--- src/include/ofp_defines.svh ---
// Register map, field positions, reset values and debounce timing
// Assumes the includer runs on a 20 MHz system clock
`ifndef OFP_DEFINES_SVH
`define OFP_DEFINES_SVH

`define OFP_ADDR_DEBOUNCE 8'h17
`define OFP_ADDR_UNDER_ST 8'h1a
`define OFP_ADDR_OVER_ST 8'h1b
`define OFP_ADDR_CH5CFG 8'h22
`define OFP_ADDR_CHON 8'h30

`define OFP_UNDER_SEL_LSB 0
`define OFP_OVER_SEL_LSB 2
`define OFP_CH5_SOLO_BIT 0
`define OFP_CH5_SEL_LSB 1
`define OFP_CH5_IDX 4

`define OFP_DEBOUNCE_RST 8'h00
`define OFP_CH5CFG_RST 8'h00
`define OFP_CHON_RST 7'h00
`define OFP_DLY_OFF 2'h3

`define OFP_CLK_MHZ 20
`define OFP_DLY0_US 8
`define OFP_DLY1_US 16
`define OFP_DLY2_US 64
`define OFP_DLY0_CYC (`OFP_DLY0_US * `OFP_CLK_MHZ)
`define OFP_DLY1_CYC (`OFP_DLY1_US * `OFP_CLK_MHZ)
`define OFP_DLY2_CYC (`OFP_DLY2_US * `OFP_CLK_MHZ)

`endif

--- src/include/ofp_pkg.sv ---
// Shared types of the output fault protection block
// Assumes ofp_defines.svh supplies all numeric constants
package ofp_pkg;
    typedef logic [1:0] dly_sel_t;
    typedef enum logic {PROT_RUN, PROT_LOCKED} prot_state_t;
endpackage

--- src/logic/fault_debounce.sv ---
// One detector debouncer: qualifies a raw fault after a selected delay
// Assumes the raw input is synchronous to clk_sys_i
`timescale 1ns/1ps
`default_nettype none
`include "ofp_defines.svh"
module fault_debounce
    import ofp_pkg::*;
#(
    parameter int CNT_W = 11
) (
    input wire logic clk_sys_i,  // System clock
    input wire logic srst_i,     // Synchronous reset, high
    input wire logic raw_i,      // Raw detector level
    input wire dly_sel_t sel_i,  // Delay select, 3 disables
    output logic qual_o          // Qualified fault level
);
    localparam logic [CNT_W-1:0] LIM0 = CNT_W'(`OFP_DLY0_CYC - 1);
    localparam logic [CNT_W-1:0] LIM1 = CNT_W'(`OFP_DLY1_CYC - 1);
    localparam logic [CNT_W-1:0] LIM2 = CNT_W'(`OFP_DLY2_CYC - 1);

    logic [CNT_W-1:0] cnt_reg;
    logic qual_reg;
    logic [CNT_W-1:0] lim;
    wire logic off = (sel_i == `OFP_DLY_OFF);
    wire logic hit = (cnt_reg == lim);

    assign lim = (sel_i == 2'h0) ? LIM0 : (sel_i == 2'h1) ? LIM1 : LIM2;
    assign qual_o = qual_reg;

    always_ff @(posedge clk_sys_i) begin
        if (srst_i || off || !raw_i) begin
            // Any gap in the fault starts the wait over
            cnt_reg <= '0;
            qual_reg <= 1'b0;
        end else if (hit) begin
            qual_reg <= 1'b1;
        end else begin
            cnt_reg <= cnt_reg + CNT_W'(1);
        end
    end
endmodule
`default_nettype wire

--- src/logic/sticky_flags.sv ---
// Bank of sticky status flags, write-one-to-clear
// Assumes set and clear are one-cycle terms in the clk_sys_i domain
`timescale 1ns/1ps
`default_nettype none
module sticky_flags #(
    parameter int W = 7
) (
    input wire logic clk_sys_i,    // System clock
    input wire logic srst_i,       // Synchronous reset, high
    input wire logic [W-1:0] set_i,  // Set terms
    input wire logic [W-1:0] clr_i,  // Clear terms
    output logic [W-1:0] flag_o      // Flag levels
);
    genvar i;
    generate
        for (i = 0; i < W; i++) begin : g_flag
            logic flag_reg;
            assign flag_o[i] = flag_reg;
            always_ff @(posedge clk_sys_i) begin
                if (srst_i) begin
                    flag_reg <= 1'b0;
                end else begin
                    // A fault in the clearing cycle keeps the flag
                    flag_reg <= set_i[i] | (flag_reg & ~clr_i[i]);
                end
            end
        end
    endgenerate
endmodule
`default_nettype wire

--- src/logic/output_fault_protection.sv ---
// Output fault protection: debounced under/over detection, channel-on
// control and sticky fault status behind a byte register port.
// Assumes an outside serial-bus slave presents byte address/data
// strobes on clk_sys_i, and comparator levels are synchronous.
// Function
// - A qualified undervoltage on channels 1-7 clears all channel-on bits
// - Undervoltage counts only after persisting for the selected delay
// - Undervoltage delay select 11 disables undervoltage protection
// - With channel 5 standalone, its undervoltage fault shuts down channel 5 only
// - Standalone channel 5 uses its own undervoltage delay select
// - After shutdown outputs stay off until enable goes low then high
// - Standalone channel 5 restarts alone by writing 1 to its bit
// - Undervoltage shutdown sets the faulting channel's sticky flag
// - Writing 1 clears an undervoltage flag; writing 0 leaves it
// - A qualified overvoltage on channels 1-6 clears channels 1-6
// - Overvoltage counts only after persisting for the selected delay
// - Overvoltage delay select 11 disables overvoltage protection
// - Overvoltage shutdown latches a per-channel write-1-clear flag
// - Writing 1 to a channel-on bit enables only while enable is high
`timescale 1ns/1ps
`default_nettype none
`include "ofp_defines.svh"
module output_fault_protection
    import ofp_pkg::*;
#(
    parameter int N_UNDER = 7,
    parameter int N_OVER = 6,
    parameter int CNT_W = 11
) (
    input wire logic clk_sys_i,              // System clock, 20 MHz
    input wire logic srst_i,                 // Synchronous reset, high
    input wire logic en_pin_i,               // Enable pin level
    input wire logic [N_UNDER-1:0] under_raw_i, // Undervoltage detectors
    input wire logic [N_OVER-1:0] over_raw_i,   // Overvoltage detectors
    input wire logic [7:0] reg_addr_i,       // Register address
    input wire logic [7:0] reg_wdata_i,      // Write data
    input wire logic reg_wr_i,               // Write strobe
    input wire logic reg_rd_i,               // Read strobe
    output logic [7:0] reg_rdata_o,          // Read data, held
    output logic [N_UNDER-1:0] channel_on_o, // Channel-on bits
    output logic lockout_o                   // Fault lockout active
);
    // Register state
    logic [7:0] debounce_reg;
    logic [7:0] ch5cfg_reg;
    logic [N_UNDER-1:0] channel_on_reg;
    logic [N_UNDER-1:0] channel_on_next;
    logic [7:0] rdata_reg;
    logic [7:0] rdata_next;
    logic lockout_reg;
    prot_state_t state_reg;
    prot_state_t state_next;

    // Register decode
    wire logic wr_debounce = reg_wr_i && (reg_addr_i == `OFP_ADDR_DEBOUNCE);
    wire logic wr_ch5cfg = reg_wr_i && (reg_addr_i == `OFP_ADDR_CH5CFG);
    wire logic wr_chon = reg_wr_i && (reg_addr_i == `OFP_ADDR_CHON);
    wire logic wr_under_st = reg_wr_i && (reg_addr_i == `OFP_ADDR_UNDER_ST);
    wire logic wr_over_st = reg_wr_i && (reg_addr_i == `OFP_ADDR_OVER_ST);

    // Field extraction
    wire dly_sel_t under_debounce_sel =
        debounce_reg[`OFP_UNDER_SEL_LSB +: 2];
    wire dly_sel_t over_debounce_sel =
        debounce_reg[`OFP_OVER_SEL_LSB +: 2];
    wire logic chan5_standalone_under_sel = ch5cfg_reg[`OFP_CH5_SOLO_BIT];
    wire dly_sel_t chan5_under_debounce_sel =
        ch5cfg_reg[`OFP_CH5_SEL_LSB +: 2];

    // Qualified detector levels and sticky flags
    logic [N_UNDER-1:0] under_qual;
    logic [N_OVER-1:0] over_qual;
    logic [N_UNDER-1:0] under_fault_flag;
    logic [N_OVER-1:0] over_fault_flag;
    dly_sel_t under_sel_ch [N_UNDER];

    genvar i;
    generate
        for (i = 0; i < N_UNDER; i++) begin : g_under
            if (i == `OFP_CH5_IDX) begin : g_sel5
                // Own delay only while isolated
                assign under_sel_ch[i] = chan5_standalone_under_sel ?
                    chan5_under_debounce_sel : under_debounce_sel;
            end else begin : g_sel
                assign under_sel_ch[i] = under_debounce_sel;
            end
            // An off channel reads as under; only watch live ones
            fault_debounce #(
                .CNT_W(CNT_W)
            ) u_deb (
                .clk_sys_i(clk_sys_i),
                .srst_i(srst_i),
                .raw_i(under_raw_i[i] & channel_on_reg[i]),
                .sel_i(under_sel_ch[i]),
                .qual_o(under_qual[i])
            );
        end
        for (i = 0; i < N_OVER; i++) begin : g_over
            fault_debounce #(
                .CNT_W(CNT_W)
            ) u_deb (
                .clk_sys_i(clk_sys_i),
                .srst_i(srst_i),
                .raw_i(over_raw_i[i] & channel_on_reg[i]),
                .sel_i(over_debounce_sel),
                .qual_o(over_qual[i])
            );
        end
    endgenerate

    // Shutdown decisions
    logic [N_UNDER-1:0] ch5_mask;
    assign ch5_mask = N_UNDER'(1) << `OFP_CH5_IDX;

    wire logic [N_UNDER-1:0] under_global_src =
        chan5_standalone_under_sel ? (under_qual & ~ch5_mask) : under_qual;
    wire logic under_global = |under_global_src;
    wire logic under_solo5 = chan5_standalone_under_sel &&
        |(under_qual & ch5_mask);
    wire logic over_any = |over_qual;
    wire logic global_shut = under_global || over_any;

    logic [N_UNDER-1:0] over_mask;
    assign over_mask = N_UNDER'((1 << N_OVER) - 1);

    wire logic [N_UNDER-1:0] shut_mask =
        ({N_UNDER{under_global}})
        | ({N_UNDER{over_any}} & over_mask)
        | ({N_UNDER{under_solo5}} & ch5_mask);

    // Lockout refuses every enabling write until enable drops
    always_comb begin
        state_next = state_reg;
        case (state_reg)
            PROT_RUN: begin
                if (global_shut) begin
                    state_next = PROT_LOCKED;
                end
            end
            PROT_LOCKED: begin
                if (!en_pin_i) begin
                    state_next = PROT_RUN;
                end
            end
            default: begin
                state_next = PROT_RUN;
            end
        endcase
    end

    // Enabling writes need enable high and no lockout
    wire logic may_enable = en_pin_i && (state_reg == PROT_RUN)
        && !global_shut;
    wire logic [N_UNDER-1:0] chon_wdata = reg_wdata_i[N_UNDER-1:0];
    // Refused ones leave the bit as it was; zeros always switch off
    wire logic [N_UNDER-1:0] chon_written =
        may_enable ? chon_wdata : (channel_on_reg & chon_wdata);
    // A lone channel 5 restart rides the same path
    wire logic [N_UNDER-1:0] chon_after_wr =
        wr_chon ? chon_written : channel_on_reg;
    // Enable low drops every channel at once
    assign channel_on_next = en_pin_i ?
        (chon_after_wr & ~shut_mask) : `OFP_CHON_RST;

    // Sticky fault status
    sticky_flags #(
        .W(N_UNDER)
    ) u_under_st (
        .clk_sys_i(clk_sys_i),
        .srst_i(srst_i),
        .set_i(under_qual),
        .clr_i(reg_wdata_i[N_UNDER-1:0] & {N_UNDER{wr_under_st}}),
        .flag_o(under_fault_flag)
    );

    sticky_flags #(
        .W(N_OVER)
    ) u_over_st (
        .clk_sys_i(clk_sys_i),
        .srst_i(srst_i),
        .set_i(over_qual),
        .clr_i(reg_wdata_i[N_OVER-1:0] & {N_OVER{wr_over_st}}),
        .flag_o(over_fault_flag)
    );

    // Read mux; unmapped addresses read zero
    wire logic [7:0] under_st_rd = 8'(under_fault_flag);
    wire logic [7:0] over_st_rd = 8'(over_fault_flag);
    wire logic [7:0] chon_rd = 8'(channel_on_reg);
    wire logic [7:0] rd_mux =
        (reg_addr_i == `OFP_ADDR_DEBOUNCE) ? debounce_reg :
        (reg_addr_i == `OFP_ADDR_CH5CFG) ? ch5cfg_reg :
        (reg_addr_i == `OFP_ADDR_CHON) ? chon_rd :
        (reg_addr_i == `OFP_ADDR_UNDER_ST) ? under_st_rd :
        (reg_addr_i == `OFP_ADDR_OVER_ST) ? over_st_rd : 8'h00;
    assign rdata_next = reg_rd_i ? rd_mux : rdata_reg;

    always_ff @(posedge clk_sys_i) begin
        if (srst_i) begin
            debounce_reg <= `OFP_DEBOUNCE_RST;
            ch5cfg_reg <= `OFP_CH5CFG_RST;
        end else begin
            if (wr_debounce) begin
                debounce_reg <= {4'h0, reg_wdata_i[3:0]};
            end
            if (wr_ch5cfg) begin
                ch5cfg_reg <= {5'h00, reg_wdata_i[2:0]};
            end
        end
    end

    always_ff @(posedge clk_sys_i) begin
        if (srst_i) begin
            channel_on_reg <= `OFP_CHON_RST;
            state_reg <= PROT_RUN;
            lockout_reg <= 1'b0;
            rdata_reg <= 8'h00;
        end else begin
            channel_on_reg <= channel_on_next;
            state_reg <= state_next;
            lockout_reg <= (state_next == PROT_LOCKED);
            rdata_reg <= rdata_next;
        end
    end

    assign reg_rdata_o = rdata_reg;
    assign channel_on_o = channel_on_reg;
    assign lockout_o = lockout_reg;
endmodule
`default_nettype wire

--- config.mk ---
export PLATFORM = sky130hd
export DESIGN_NAME = output_fault_protection
export DESIGN_NICKNAME = d
export VERILOG_FILES = /design/src/include/ofp_pkg.sv /design/src/logic/fault_debounce.sv /design/src/logic/sticky_flags.sv /design/src/logic/output_fault_protection.sv
export VERILOG_INCLUDE_DIRS = /design/src /design/src/include
export SDC_FILE = /design/constraint.sdc
export NUM_CORES = 1
export LEC_CHECK = 0
export BUFFER_PORTS_ARGS = -buffer_cell sky130_fd_sc_hd__buf_4
export CORE_ASPECT_RATIO = 0.7
export CORE_MARGIN = 1.5
export CORE_UTILIZATION = 25
export CTS_CLUSTER_DIAMETER = 120
export DETAILED_ROUTE_END_ITERATION = 8
export PLACE_DENSITY = 0.5
export SYNTH_ARGS = -nofsm -noshare
export SYNTH_HDL_FRONTEND = slang
export SYNTH_SLANG_ARGS = --single-unit
--- constraint.sdc ---
create_clock -name clk_sys_i -period 2.25 [get_ports clk_sys_i]
set_input_delay 0.225 -clock clk_sys_i [delete_from_list [all_inputs] [get_ports clk_sys_i]]
set_output_delay 0.225 -clock clk_sys_i [all_outputs]
set_load 0.03 [all_outputs]
# == Word-level counts from Yosys, hierarchy flattened ==
# Index checks and enable logic that the tools add are counted.
# word_totals
regBits,192
in_bits,34
output_inout_bits,16
elab_cells,205
# op_classes
add_sub_neg,13
eq_ne,24
n_mux,18
bitwise_logic,61
reduce_logical,45
# ops
operator,n
adder 11 x 1 -> 11 bit (second input constant),13
== test 11 bit,13
two-way mux 11 bit,6
two-way mux 7 bit,6
AND 1 bit,26
== test 8 x 5 -> 1 bit (second input constant),3
AND 7 bit,3
logical OR 1 bit,17
== test 8 x 6 -> 1 bit (second input constant),2
NOT 1 bit,15
zero test 1 bit,14
bitwise OR 1 bit,13
logical AND 1 bit,8
NOT 7 bit,1
bitwise OR 7 x 5 -> 7 bit,1
bitwise OR 7 x 6 -> 7 bit,1
OR reduction 7 bit,1
AND 6 bit,1
== test 2 x 1 -> 1 bit (second input constant),3
== test 2 bit (second input constant),3
zero test 2 bit,3
two-way mux 6 bit,1
OR reduction 6 bit,1
two-way mux 5 bit,1
4 further kinds,5

# == Longest topological paths before layout ==
# Gate-level depths: netlist of the first run.
# depth
word_depth,8
depth_mapped,9
ltp_nobuf,6

# == By module ==
# Synthesis of the first run repeated with hierarchy kept, for this count alone.
# hier_totals
cells_unflattened,1115
hier_area_um2,9933.3
# modules_own_cells
mod,instances,cells_each,area_each_um2,seq_area_each_um2
fault_debounce,13,68,606.8,240.2
output_fault_protection,1,166,1393.8,440.4
sticky_flags (u_under_st),1,35,350.3,140.1
sticky_flags (u_over_st),1,30,300.3,120.1

# == Worst setup path before layout of the first run ==
# OpenSTA, ideal clock, no wires.
# synth_timing
kind,register to register
start,register ch5cfg_reg[0]
end,register g_under[4].u_deb.cnt_reg[1]
setup_ns,0.128
arrival_ns,1.924
required_ns,2.122
path_slack_ns,0.199
path_stages_with_launch,8
path_buffers,2
period_less_slack_ns,2.051
cell_sequence,dfxtp_1 buf_2 mux2_4 a2111o_1 a221oi_2 buf_6 mux2i_1 nor2_1
# synth_via
elab_chain_cells,5
elab_cells_between_ends,9
classes_between,3 x eq/ne; 3 x mux; 3 x reduce/logical
# synth_lines
element,line,text
from (decl),output_fault_protection.sv:45,logic [7:0] ch5cfg_reg;
from (signal assigned),output_fault_protection.sv:201,ch5cfg_reg <= `OFP_CH5CFG_RST;
from (signal assigned),output_fault_protection.sv:207,"ch5cfg_reg <= {5'h00, reg_wdata_i[2:0]};"
two-way mux 2 bit (*),output_fault_protection.sv:82,assign under_sel_ch[i] = chan5_standalone_under_sel ?
== test 2 x 1 -> 1 bit,fault_debounce.sv:27,assign lim = (sel_i == 2'h0) ? LIM0 : (sel_i == 2'h1) ? LIM1 : LIM2;
two-way mux 11 bit (2 in series),fault_debounce.sv:27,
== test 11 bit,fault_debounce.sv:25,wire logic hit = (cnt_reg == lim);
to (signal assigned),fault_debounce.sv:38,cnt_reg <= cnt_reg + CNT_W'(1);
to (decl),fault_debounce.sv:21,logic [CNT_W-1:0] cnt_reg;
# Mark *: on every way between the ends. The rest lies on a longest branch, timed or not.
# A chain may end at the register's enable or synchronous reset.

# == Worst setup path after layout of the first run ==
# layout_timing
start,register debounce_reg[1]
end,register g_under[6].u_deb.cnt_reg[0]
# layout_via
elab_chain_cells,4
elab_cells_between_ends,8
classes_between,3 x eq/ne; 2 x mux; 3 x reduce/logical
# layout_lines
element,line,text
from (decl),output_fault_protection.sv:44,logic [7:0] debounce_reg;
from (signal assigned),output_fault_protection.sv:200,debounce_reg <= `OFP_DEBOUNCE_RST;
from (signal assigned),output_fault_protection.sv:204,"debounce_reg <= {4'h0, reg_wdata_i[3:0]};"
== test 2 x 1 -> 1 bit,fault_debounce.sv:27,
two-way mux 11 bit (2 in series),fault_debounce.sv:27,
== test 11 bit,fault_debounce.sv:25,
to (signal assigned),fault_debounce.sv:38,
to (decl),fault_debounce.sv:21,
# Parallel ways exist; a longest one is shown, timed or not.

==> results of run 1 <==
## per-layer routing
metal  GRT usage (%)  wire length [µm]
met3            2.73               784
met2            19.8             10700
met4            3.45               196
met1            18.9             13300
met5               0                 0
## through the flow
stage,util [%],power [mW]
after global routing,30.2,7.19
final,30.2,6.94
after floorplan,-,3.52
after CTS,30.2,7.05
after global placement,28.4,3.62
after detailed placement,28.4,3.62
## final cells by class
cell class	count	area (µm²)
inverter	32	120
tap	488	611
clock inverter	12	205
multi-input combinational	854	5260
sequential	191	3830
clock buffer	20	447
timing repair buffer	98	739
fill	3851	25900
## power by group
group / total (mW) / internal, mW / switching (mW)
clock: 3.40 / 2.01 / 1.39
sequential: 3.39 / 3.38 / 0.00359
combinational: 0.154 / 0.0643 / 0.0899
total: 6.94 / 5.46 / 1.49
## repair_timing
item | in CTS | in global routing
gates cloned | 1 | 0
gates resized for setup | 1 | 6
endpoints found under the hold margin | 0 | 0
endpoints found under the setup margin | 1 | 40
## kinds of logic (layout without fill, tap and decap cells)
kind of cell	Yosys count	after routing
AO/OA/AOI/OAI	283	284
buffers and inverters	76	162
multiplexers	22	22
XOR/XNOR	39	39
flip-flops	191	191
other	1	1
AND/OR/NAND/NOR	495	495
adder cells (fa/ha/maj)	13	13
## synth_stat cells (12+ instances only)
cell type,count,area share (%)
a21oi_1,111,5.9
a31oi_1,13,0.86
and3_1,39,2.6
buf_2,12,0.64
clkbuf_1,22,0.88
dfxtp_1,191,41
ha_1,13,1.7
inv_1,31,1.2
mux2i_1,21,2.2
nand2_1,96,3.8
nand2b_1,16,1.1
nand3_1,68,3.6
nand4_1,23,1.5
nor2_1,88,3.5
nor3_1,20,1.1
o21ai_0,53,2.8
o21ai_1,30,1.6
o31ai_1,20,1.6
or3_1,46,3.1
or4_1,27,2.2
xnor2_1,17,1.6
xor2_1,22,2.0
## final timing paths
kind | slack (ns) | cells after the start | startpoint | to
min | 0.07 | 3 | reg_wdata_i[0] | debounce_reg[0]
max reg2reg | 0.07 | 6 | debounce_reg[1] | g_under[6].u_deb.cnt_reg[0]
min reg2reg | 0.48 | 2 | g_under[0].u_deb.cnt_reg[1] | g_under[0].u_deb.cnt_reg[1]
max | 0.07 | 6 | debounce_reg[1] | g_under[6].u_deb.cnt_reg[0]
## worst register-to-register path: cells and delay by family, from the launching register on
kind	cells	cell delay, ns
AO/OA/AOI/OAI	2	0.62
XOR/XNOR	1	0.23
AND/OR/NAND/NOR	2	0.67
flip-flops	1	0.38
buffers and inverters	1	0.17
==> results.py, run 1 <==
metrics = {
    "placement": {
        "dpl.hpwl_mm": 18.4,
        "port_buffers": 47,
        "dp.cells": 1662,
        "preCtsSetupSlack_ns": 0.0491,
        "routabilityCongestion": 0.817,
        "postPlaceCellArea_um2": 10500,
    },
    "route": {
        "remaining_drc_errors": 0,
        "first_pass_iters": 5,
        "wl_mm": 25.1,
        "drtIter0Drc": 670,
        "final_antenna_net_count": 0,
        "vias": 8358,
        "via_per_inst": 4.93,
        "wire_per_inst_um": 14.8,
    },
    "final_layout": {
        "fin_cells": 1695,
        "layout.cells.most_common_list": "dfxtp_1 (188), a21oi_1 (110), buf_4 (97)",
        "largest_reg_flops": 77,
        "nets": 1241,
        "layout_commonest_cell": "dfxtp_1",
        "layout-drive-gt1-share_pct": 14.5,
        "diodes": 0,
        "syn2layout_area_growth_pct": 19.1,
        "fin_area_um2": 11200,
    },
    "synth": {
        "async_reset_ff_share_pct": 0,
        "synth_simple_gate_area_share_pct": 28.8,
        "yosys_register_bits": 191,
        "yosysWarnings": 0,
        "avgSynthCellArea_um2": 8.41,
        "synth_edf_count": 0,
        "synthesis.area_um2": 9420,
        "synthMuxAreaShare_pct": 2.39,
        "synthFlopType": "dfxtp_1",
        "synth_fa_ha_area_share_pct": 1.73,
        "syn_inst": 1120,
        "synthXorXnorAreaFrac_pct": 3.63,
        "synth_top_family_by_area": "simple AND/OR/NAND/NOR gates",
        "yosysSeqAreaShare_pct": 40.6,
        "synth_compound_area_share_pct": 19.1,
        "synth_cell_types": 76,
        "syn-num-nets": 1167,
    },
    "grt": {
        "grt_max_degree": 21,
        "antenna_found_initial": 0,
        "grt-ovfl-total": 0,
        "grt_usage_pct": 13.1,
        "grt_first_pass_wirelength_mm": 40.7,
        "grt_pass1_vias": 7545,
    },
    "floorplanning": {
        "io-pin-count": 50,
        "fp.dieH_um": 165,
        "initial_core_util_pct": 25.4,
        "die_area_um2": 38900,
        "rows": 59,
        "core_um2": 37100,
        "die_w_um": 235,
    },
    "clock_tree": {
        "cts_buffers": 17,
        "post-cts-setup-buffers": 0,
        "h-tree-depth": 4,
        "tritoncts": "yes",
        "clk_pin_slew_ns": 0.08,
        "clk_latency_ns": 0.45,
        "cts_buffer_depth": 2,
        "cts_root_buf": "clkbuf_16",
        "holdBufCountCts": 0,
        "clock-sinks": 191,
    },
    "setup_path": {
        "slowest_delay_ns": 0.62,
        "path_delay_family": "simple AND/OR/NAND/NOR gates",
        "critPathRequiredTime_ns": 2.59,
        "crit_type": "reg -> reg",
        "start_kind": "flop",
        "crit_path_cell_trace": "buf_4 > or4b_2 > a21boi_1 > o221ai_1 > xnor2_1 > nor2_1",
        "cpMaxStageDelayCell": "or4b_2",
        "cp_max_fo": 8,
        "end_kind": "flop",
        "crit_arrival_ns": 2.52,
        "timing.critical_path.buf_inv": 1,
    },
    "sta": {
        "postLayoutSetupSlackWorst_ns": 0.0712,
        "finalSetupViolCount": 0,
        "finalSetupTns_ns": 0,
        "worst_hold_slack_ns": 0.0685,
        "post-route-min-period_ns": 2.18,
        "rsz0062_at_grt": "no",
        "hold_viol": 0,
        "slew-limit-headroom_pct": 62.7,
        "drv_slew": 0,
        "fin_crit_sh_pct": 96.8,
        "skew_ns": 0.0116,
        "worst_pin_slew_ns": 0.560,
        "max_freq_ghz": 0.459,
    },
    "status": {
        "run_status": "completed",
    },
    "run": {
        "max_cap_violations": 0,
    },
    "pwr": {
        "pwr_density_cell_nw_per_um2": 619,
        "power_leakage_nw": 3.78,
        "ir_drop_uv": 522,
    },
    "worst_hold_path": {
        "hp-class": "in -> reg",
    },
}
No activity file was read; power rests on OpenSTA's default activity.
==> inputs of run 2 (changes only) <==
--- a/config.mk
+++ b/config.mk
@@ -9,10 +9,10 @@
 export BUFFER_PORTS_ARGS = -buffer_cell sky130_fd_sc_hd__buf_4
 export CORE_ASPECT_RATIO = 0.7
 export CORE_MARGIN = 1.5
-export CORE_UTILIZATION = 25
+export CORE_UTILIZATION = 51
 export CTS_CLUSTER_DIAMETER = 120
 export DETAILED_ROUTE_END_ITERATION = 8
-export PLACE_DENSITY = 0.5
+export PLACE_DENSITY = 0.79
 export SYNTH_ARGS = -nofsm -noshare
 export SYNTH_HDL_FRONTEND = slang
 export SYNTH_SLANG_ARGS = --single-unit
==> constraint.sdc (replaced) <==
create_clock -name clk_sys_i -period 2.6 [get_ports clk_sys_i]
set_input_delay 0.26 -clock clk_sys_i [delete_from_list [all_inputs] [get_ports clk_sys_i]]
set_output_delay 0.26 -clock clk_sys_i [all_outputs]
set_load 0.03 [all_outputs]
==> run 2 against run 1 <==
Against the previous run: cell area is 4.5% lower; first-iteration DRC count increased by 5.8%; utilization rose by 29 points; fmax is 9.5% lower; wire length shrank 10%; total power down 18%; global-route usage grew 11 points; clock-buffer cell count unchanged; sequential cell count stayed put; worst setup slack improved by 0.12 ns; sequential share of layout area increased by 1.6 points; register-to-register slack improved by 0.12 ns; largest cell class unchanged.
==> results.py, run 2 (same netlist as run 1, synthesis figures left out) <==
metrics = {
    "route": {
        "vias": 8510,
        "wl_mm": 22.5,
        "wire_per_inst_um": 15.7,
        "drtIter0Drc": 709,
        "first_pass_iters": 5,
        "final_antenna_net_count": 0,
        "via_per_inst": 5.96,
        "remaining_drc_errors": 0,
    },
    "floorplanning": {
        "die_area_um2": 19300,
        "core_um2": 18100,
        "die_w_um": 165,
        "rows": 41,
        "io-pin-count": 50,
        "fp.dieH_um": 117,
        "initial_core_util_pct": 52.1,
    },
    "placement": {
        "dpl.hpwl_mm": 15.9,
        "routabilityCongestion": 0.863,
        "dp.cells": 1396,
        "port_buffers": 47,
    },
    "final_layout": {
        "diodes": 0,
        "post-route-util_pct": 59.3,
        "fin_cells": 1427,
        "layout_commonest_cell": "dfxtp_1",
        "nets": 1226,
        "syn2layout_area_growth_pct": 13.7,
        "layout-drive-gt1-share_pct": 13.0,
        "largest_reg_flops": 77,
        "layout.cells.most_common_list": "dfxtp_1 (191), a21oi_1 (111), nand2_1 (96)",
    },
    "setup_path": {
        "crit_path_cell_trace": "buf_4 > or4b_2 > a21boi_0 > o221a_2 > nor3b_1 > mux2i_1",
        "critPathRequiredTime_ns": 2.92,
        "start_kind": "flop",
        "r2r-end": "g_under[6].u_deb.cnt_reg[7]",
        "slowest_delay_ns": 0.61,
        "rr_startpoint": "debounce_reg[0]",
        "cpMaxStageDelayCell": "or4b_2",
        "timing.critical_path.buf_inv": 1,
        "end_kind": "flop",
        "rrSetupSlack_ns": 0.19,
        "path_delay_family": "compound AO/OA/AOI/OAI gates",
        "cp_max_fo": 12,
        "crit_type": "reg -> reg",
        "ff2ff_path_depth": 6,
        "crit_arrival_ns": 2.73,
    },
    "clock_tree": {
        "h-tree-depth": 4,
        "tritoncts": "yes",
        "clk_latency_ns": 0.44,
        "clock-sinks": 191,
        "cts_buffers": 17,
        "cts_resized": 0,
        "cts_buffer_depth": 2,
        "cts_root_buf": "clkbuf_16",
        "holdBufCountCts": 0,
        "clk_pin_slew_ns": 0.07,
        "post-cts-setup-buffers": 0,
    },
    "sta": {
        "worst_pin_slew_ns": 0.625,
        "skew_ns": 0.0102,
        "drv_slew": 0,
        "finalSetupViolCount": 0,
        "max_freq_ghz": 0.415,
        "post-route-min-period_ns": 2.41,
        "slew-limit-headroom_pct": 58.3,
        "rsz0062_at_grt": "no",
        "worst_hold_slack_ns": 0.0459,
        "finalSetupTns_ns": 0,
        "fin_crit_sh_pct": 92.6,
        "hold_viol": 0,
    },
    "grt": {
        "antenna_found_initial": 0,
        "grt_max_degree": 31,
        "grt-ovfl-total": 0,
        "grt_usage_pct": 24.4,
        "grt_first_pass_wirelength_mm": 37.7,
        "grt_pass1_vias": 7715,
    },
    "status": {
        "run_status": "completed",
    },
    "pwr": {
        "ir_drop_uv": 563,
        "power_leakage_nw": 3.68,
        "pwr_density_cell_nw_per_um2": 535,
    },
    "worst_hold_path": {
        "worstHoldEndpoint": "state_reg",
        "hp-class": "in -> reg",
        "whs_path_depth": 2,
        "hp-start": "srst_i",
    },
    "run": {
        "max_cap_violations": 0,
    },
}
-- run 2: worst max-delay path by stage --
| stage | startpoint | end | slack [ns] | cells past startpoint |
|---|---|---|---|---|
| after global placement | debounce_reg[0] | g_under[6].u_deb.cnt_reg[7] | 0.43 | 6 |
| after floorplan | ch5cfg_reg[0] | g_under[4].u_deb.cnt_reg[1] | 0.55 | 7 |
| after global routing | debounce_reg[0] | g_under[6].u_deb.cnt_reg[3] | 0.11 | 6 |
| final | debounce_reg[0] | g_under[6].u_deb.cnt_reg[7] | 0.19 | 6 |
| after detailed placement | debounce_reg[0] | g_under[6].u_deb.cnt_reg[3] | 0.37 | 6 |
| after CTS | debounce_reg[0] | g_under[6].u_deb.cnt_reg[7] | 0.26 | 6 |
-- run 2: area by class of cell --
type	count	area, µm²
clock buffer	20	447
multi-input combinational	853	5250
inverter	32	120
fill	1593	7350
clock inverter	11	140
timing repair buffer	84	631
tap	236	295
sequential	191	3820
-- run 2: per-stage QoR --
step / area, µm² / power, mW / setup slack, ns
after global placement: 10100 / 3.12 / 0.429
final: 10700 / 5.73 / 0.192
after floorplan: 9420 / 3.05 / 0.549
after CTS: 10700 / 5.75 / 0.256
after detailed placement: 10100 / 3.12 / 0.372
after global routing: 10700 / 5.88 / 0.112
-- run 2: worst register-to-register path, cell delays in order, from the launching register on --
cell      delay [ns]
dfxtp_1         0.48
buf_4           0.24
or4b_2          0.61
a21boi_0        0.34
o221a_2         0.40
nor3b_1         0.10
mux2i_1         0.12
-- run 2: report_power, final --
| part | total (mW) | switching [mW] | internal, mW |
|---|---|---|---|
| logic | 0.127 | 0.0724 | 0.0542 |
| registers | 2.93 | 0.00295 | 2.93 |
| clock network | 2.67 | 1.14 | 1.53 |
| total | 5.73 | 1.21 | 4.51 |
-- run 2: layer usage --
metal / up-vias / global-route usage, % / wire length [µm]
met2: 199 / 37.8 / 9910
li1: 4251 / - / -
met1: 4026 / 34.6 / 11000
met5: - / 0 / 0
met3: 34 / 3.94 / 1100
met4: 0 / 8.63 / 462
==> inputs of run 3 (changes only) <==
--- a/config.mk
+++ b/config.mk
@@ -8,7 +8,6 @@
 export LEC_CHECK = 0
 export BUFFER_PORTS_ARGS = -buffer_cell sky130_fd_sc_hd__buf_4
 export CORE_ASPECT_RATIO = 0.7
-export CORE_MARGIN = 1.5
 export CORE_UTILIZATION = 51
 export CTS_CLUSTER_DIAMETER = 120
 export DETAILED_ROUTE_END_ITERATION = 8
==> run 3 against run 2 <==
Against the previous run: worst hold slack gained 0.071 ns; global-route usage grew 0.24 points; clock skew shrank 0.0019 ns; cell area grew 0.27%; combinational power is essentially flat; clock-buffer cell count shrank 2; largest power group unchanged; register-to-register slack gained 0.05 ns; worst setup slack gained 0.054 ns; critical path depth shrank 1; sequential share of layout area shrank 0.096 points; via count grew 0.52%; fmax grew 2.3%; highest routed layer unchanged.
==> results.py, run 3 (same netlist as run 1, synthesis figures left out) <==
metrics = {
    "status": {
        "run_status": "completed",
    },
    "final_layout": {
        "largest_reg_flops": 77,
        "layout_commonest_cell": "dfxtp_1",
        "diodes": 0,
        "seq_area_um2": 3820,
        "layout.cells.most_common_list": "dfxtp_1 (191), a21oi_1 (111), nand2_1 (96)",
        "layout-drive-gt1-share_pct": 13.0,
        "fillCellCount": 1601,
        "syn2layout_area_growth_pct": 14.0,
        "multi_input_area_um2": 5250,
        "nets": 1222,
    },
    "route": {
        "via_per_inst": 6.01,
        "remaining_drc_errors": 0,
        "final_antenna_net_count": 0,
        "wl_mm": 22.3,
        "drtIter0Drc": 651,
        "wire_per_inst_um": 15.7,
        "vias": 8554,
        "first_pass_iters": 7,
    },
    "clock_tree": {
        "cts_resized": 0,
        "cts_buffer_depth": 2,
        "cts_root_buf": "clkbuf_16",
        "clk_latency_ns": 0.44,
        "h-tree-depth": 4,
        "cts_buffers": 17,
        "post-cts-setup-buffers": 0,
        "clk_pin_slew_ns": 0.07,
        "tritoncts": "yes",
        "holdBufCountCts": 0,
        "clock-sinks": 191,
    },
    "setup_path": {
        "start_kind": "flop",
        "end_kind": "flop",
        "cp_max_fo": 14,
        "critPathRequiredTime_ns": 2.95,
        "crit_arrival_ns": 2.71,
        "crit_type": "reg -> reg",
    },
    "floorplanning": {
        "core_um2": 18100,
        "die_area_um2": 19000,
        "die_w_um": 164,
        "initial_core_util_pct": 52.1,
        "rows": 41,
        "fp.dieH_um": 116,
        "io-pin-count": 50,
    },
    "pwr": {
        "power.share.sequential_pct": 49.6,
        "power.internal_mw": 4.64,
        "power_leakage_nw": 3.67,
        "ir_drop_uv": 396,
        "switching_share_pct": 21.5,
        "clkPwrFrac_pct": 48.2,
        "comb_power_share_pct": 2.2,
        "pwr_density_cell_nw_per_um2": 550,
        "p_switching_mw": 1.27,
    },
    "sta": {
        "post-route-min-period_ns": 2.35,
        "finalSetupTns_ns": 0,
        "slew-limit-headroom_pct": 30.0,
        "hold_viol": 0,
        "fin_crit_sh_pct": 90.6,
        "worst_pin_slew_ns": 1.05,
        "max_freq_ghz": 0.425,
        "finalSetupViolCount": 0,
        "drv_slew": 0,
        "rsz0062_at_grt": "no",
        "skew_ns": 0.00830,
        "worst_hold_slack_ns": 0.117,
    },
    "placement": {
        "routabilityCongestion": 0.887,
        "port_buffers": 47,
        "dpl.hpwl_mm": 15.8,
    },
    "grt": {
        "grt_usage_pct": 24.7,
        "grt_pass1_vias": 7721,
        "grt-ovfl-total": 0,
        "antenna_found_initial": 0,
        "grt_max_degree": 35,
        "grt_first_pass_wirelength_mm": 37.6,
    },
    "run": {
        "max_cap_violations": 0,
    },
    "worst_hold_path": {
        "hp-class": "in -> reg",
    },
}
==> run 3: critical path, stage by stage, from the launching register on <==
cell and delay [ns]:
dfxtp_1 0.63, nand2b_1 0.35, and3b_1 0.29, o221a_2 0.37, or4_1 0.48, a21oi_1 0.15
==> run 3: per-layer routing <==
metal  track usage [%]  up-vias  routed length [µm]
li1                  -     4269                   -
met1              34.3     4015               10700
met2              38.1      237                9830
met3              4.72       33                1280
met4              9.36        0                 456
met5                 0        -                   0
==> run 3: final cells by class <==
type                       count  area share (%)
multi-input combinational    853            48.9
sequential                   191            35.6
timing repair buffer          80            5.60
clock buffer                  18            4.09
tap                          236            2.75
clock inverter                14            1.92
inverter                      32            1.12
==> run 3: final timing paths <==
kind | from | end | slack (ns) | cells past startpoint
worst max-delay path | debounce_reg[0] | g_under[6].u_deb.cnt_reg[5] | 0.25 | 5
worst max register to register | debounce_reg[0] | g_under[6].u_deb.cnt_reg[5] | 0.25 | 5
worst min-delay path | reg_wdata_i[0] | debounce_reg[0] | 0.12 | 3
worst min register to register | g_under[5].u_deb.qual_o | u_under_st.g_flag[5].flag_reg | 0.47 | 2
==> run 3: per-stage QoR <==
stage / std cells / util, % / setup WS (ns) / instance area, µm² / total power [mW]
final: 1424 / 59.4 / 0.246 / 10700 / 5.91
after global routing: 1424 / 59.4 / 0.156 / 10700 / 6.10
after CTS: 1424 / 59.4 / 0.270 / 10700 / 5.95
after detailed placement: 1392 / 55.9 / 0.297 / 10100 / 3.12
after global placement: 1392 / 55.9 / 0.325 / 10100 / 3.12
after floorplan: 1120 / - / 0.549 / 9420 / 3.05
==> run 3: power groups by stage <==
| stage | logic, mW | clock network [mW] | registers [mW] |
|---|---|---|---|
| final | 0.128 | 2.85 | 2.93 |
| after global routing | 0.136 | 3.03 | 2.93 |
| after CTS | 0.125 | 2.90 | 2.93 |
| after detailed placement | 0.125 | 0 | 3.00 |
| after global placement | 0.123 | 0 | 3.00 |
| after floorplan | 0.0472 | 0 | 3.00 |
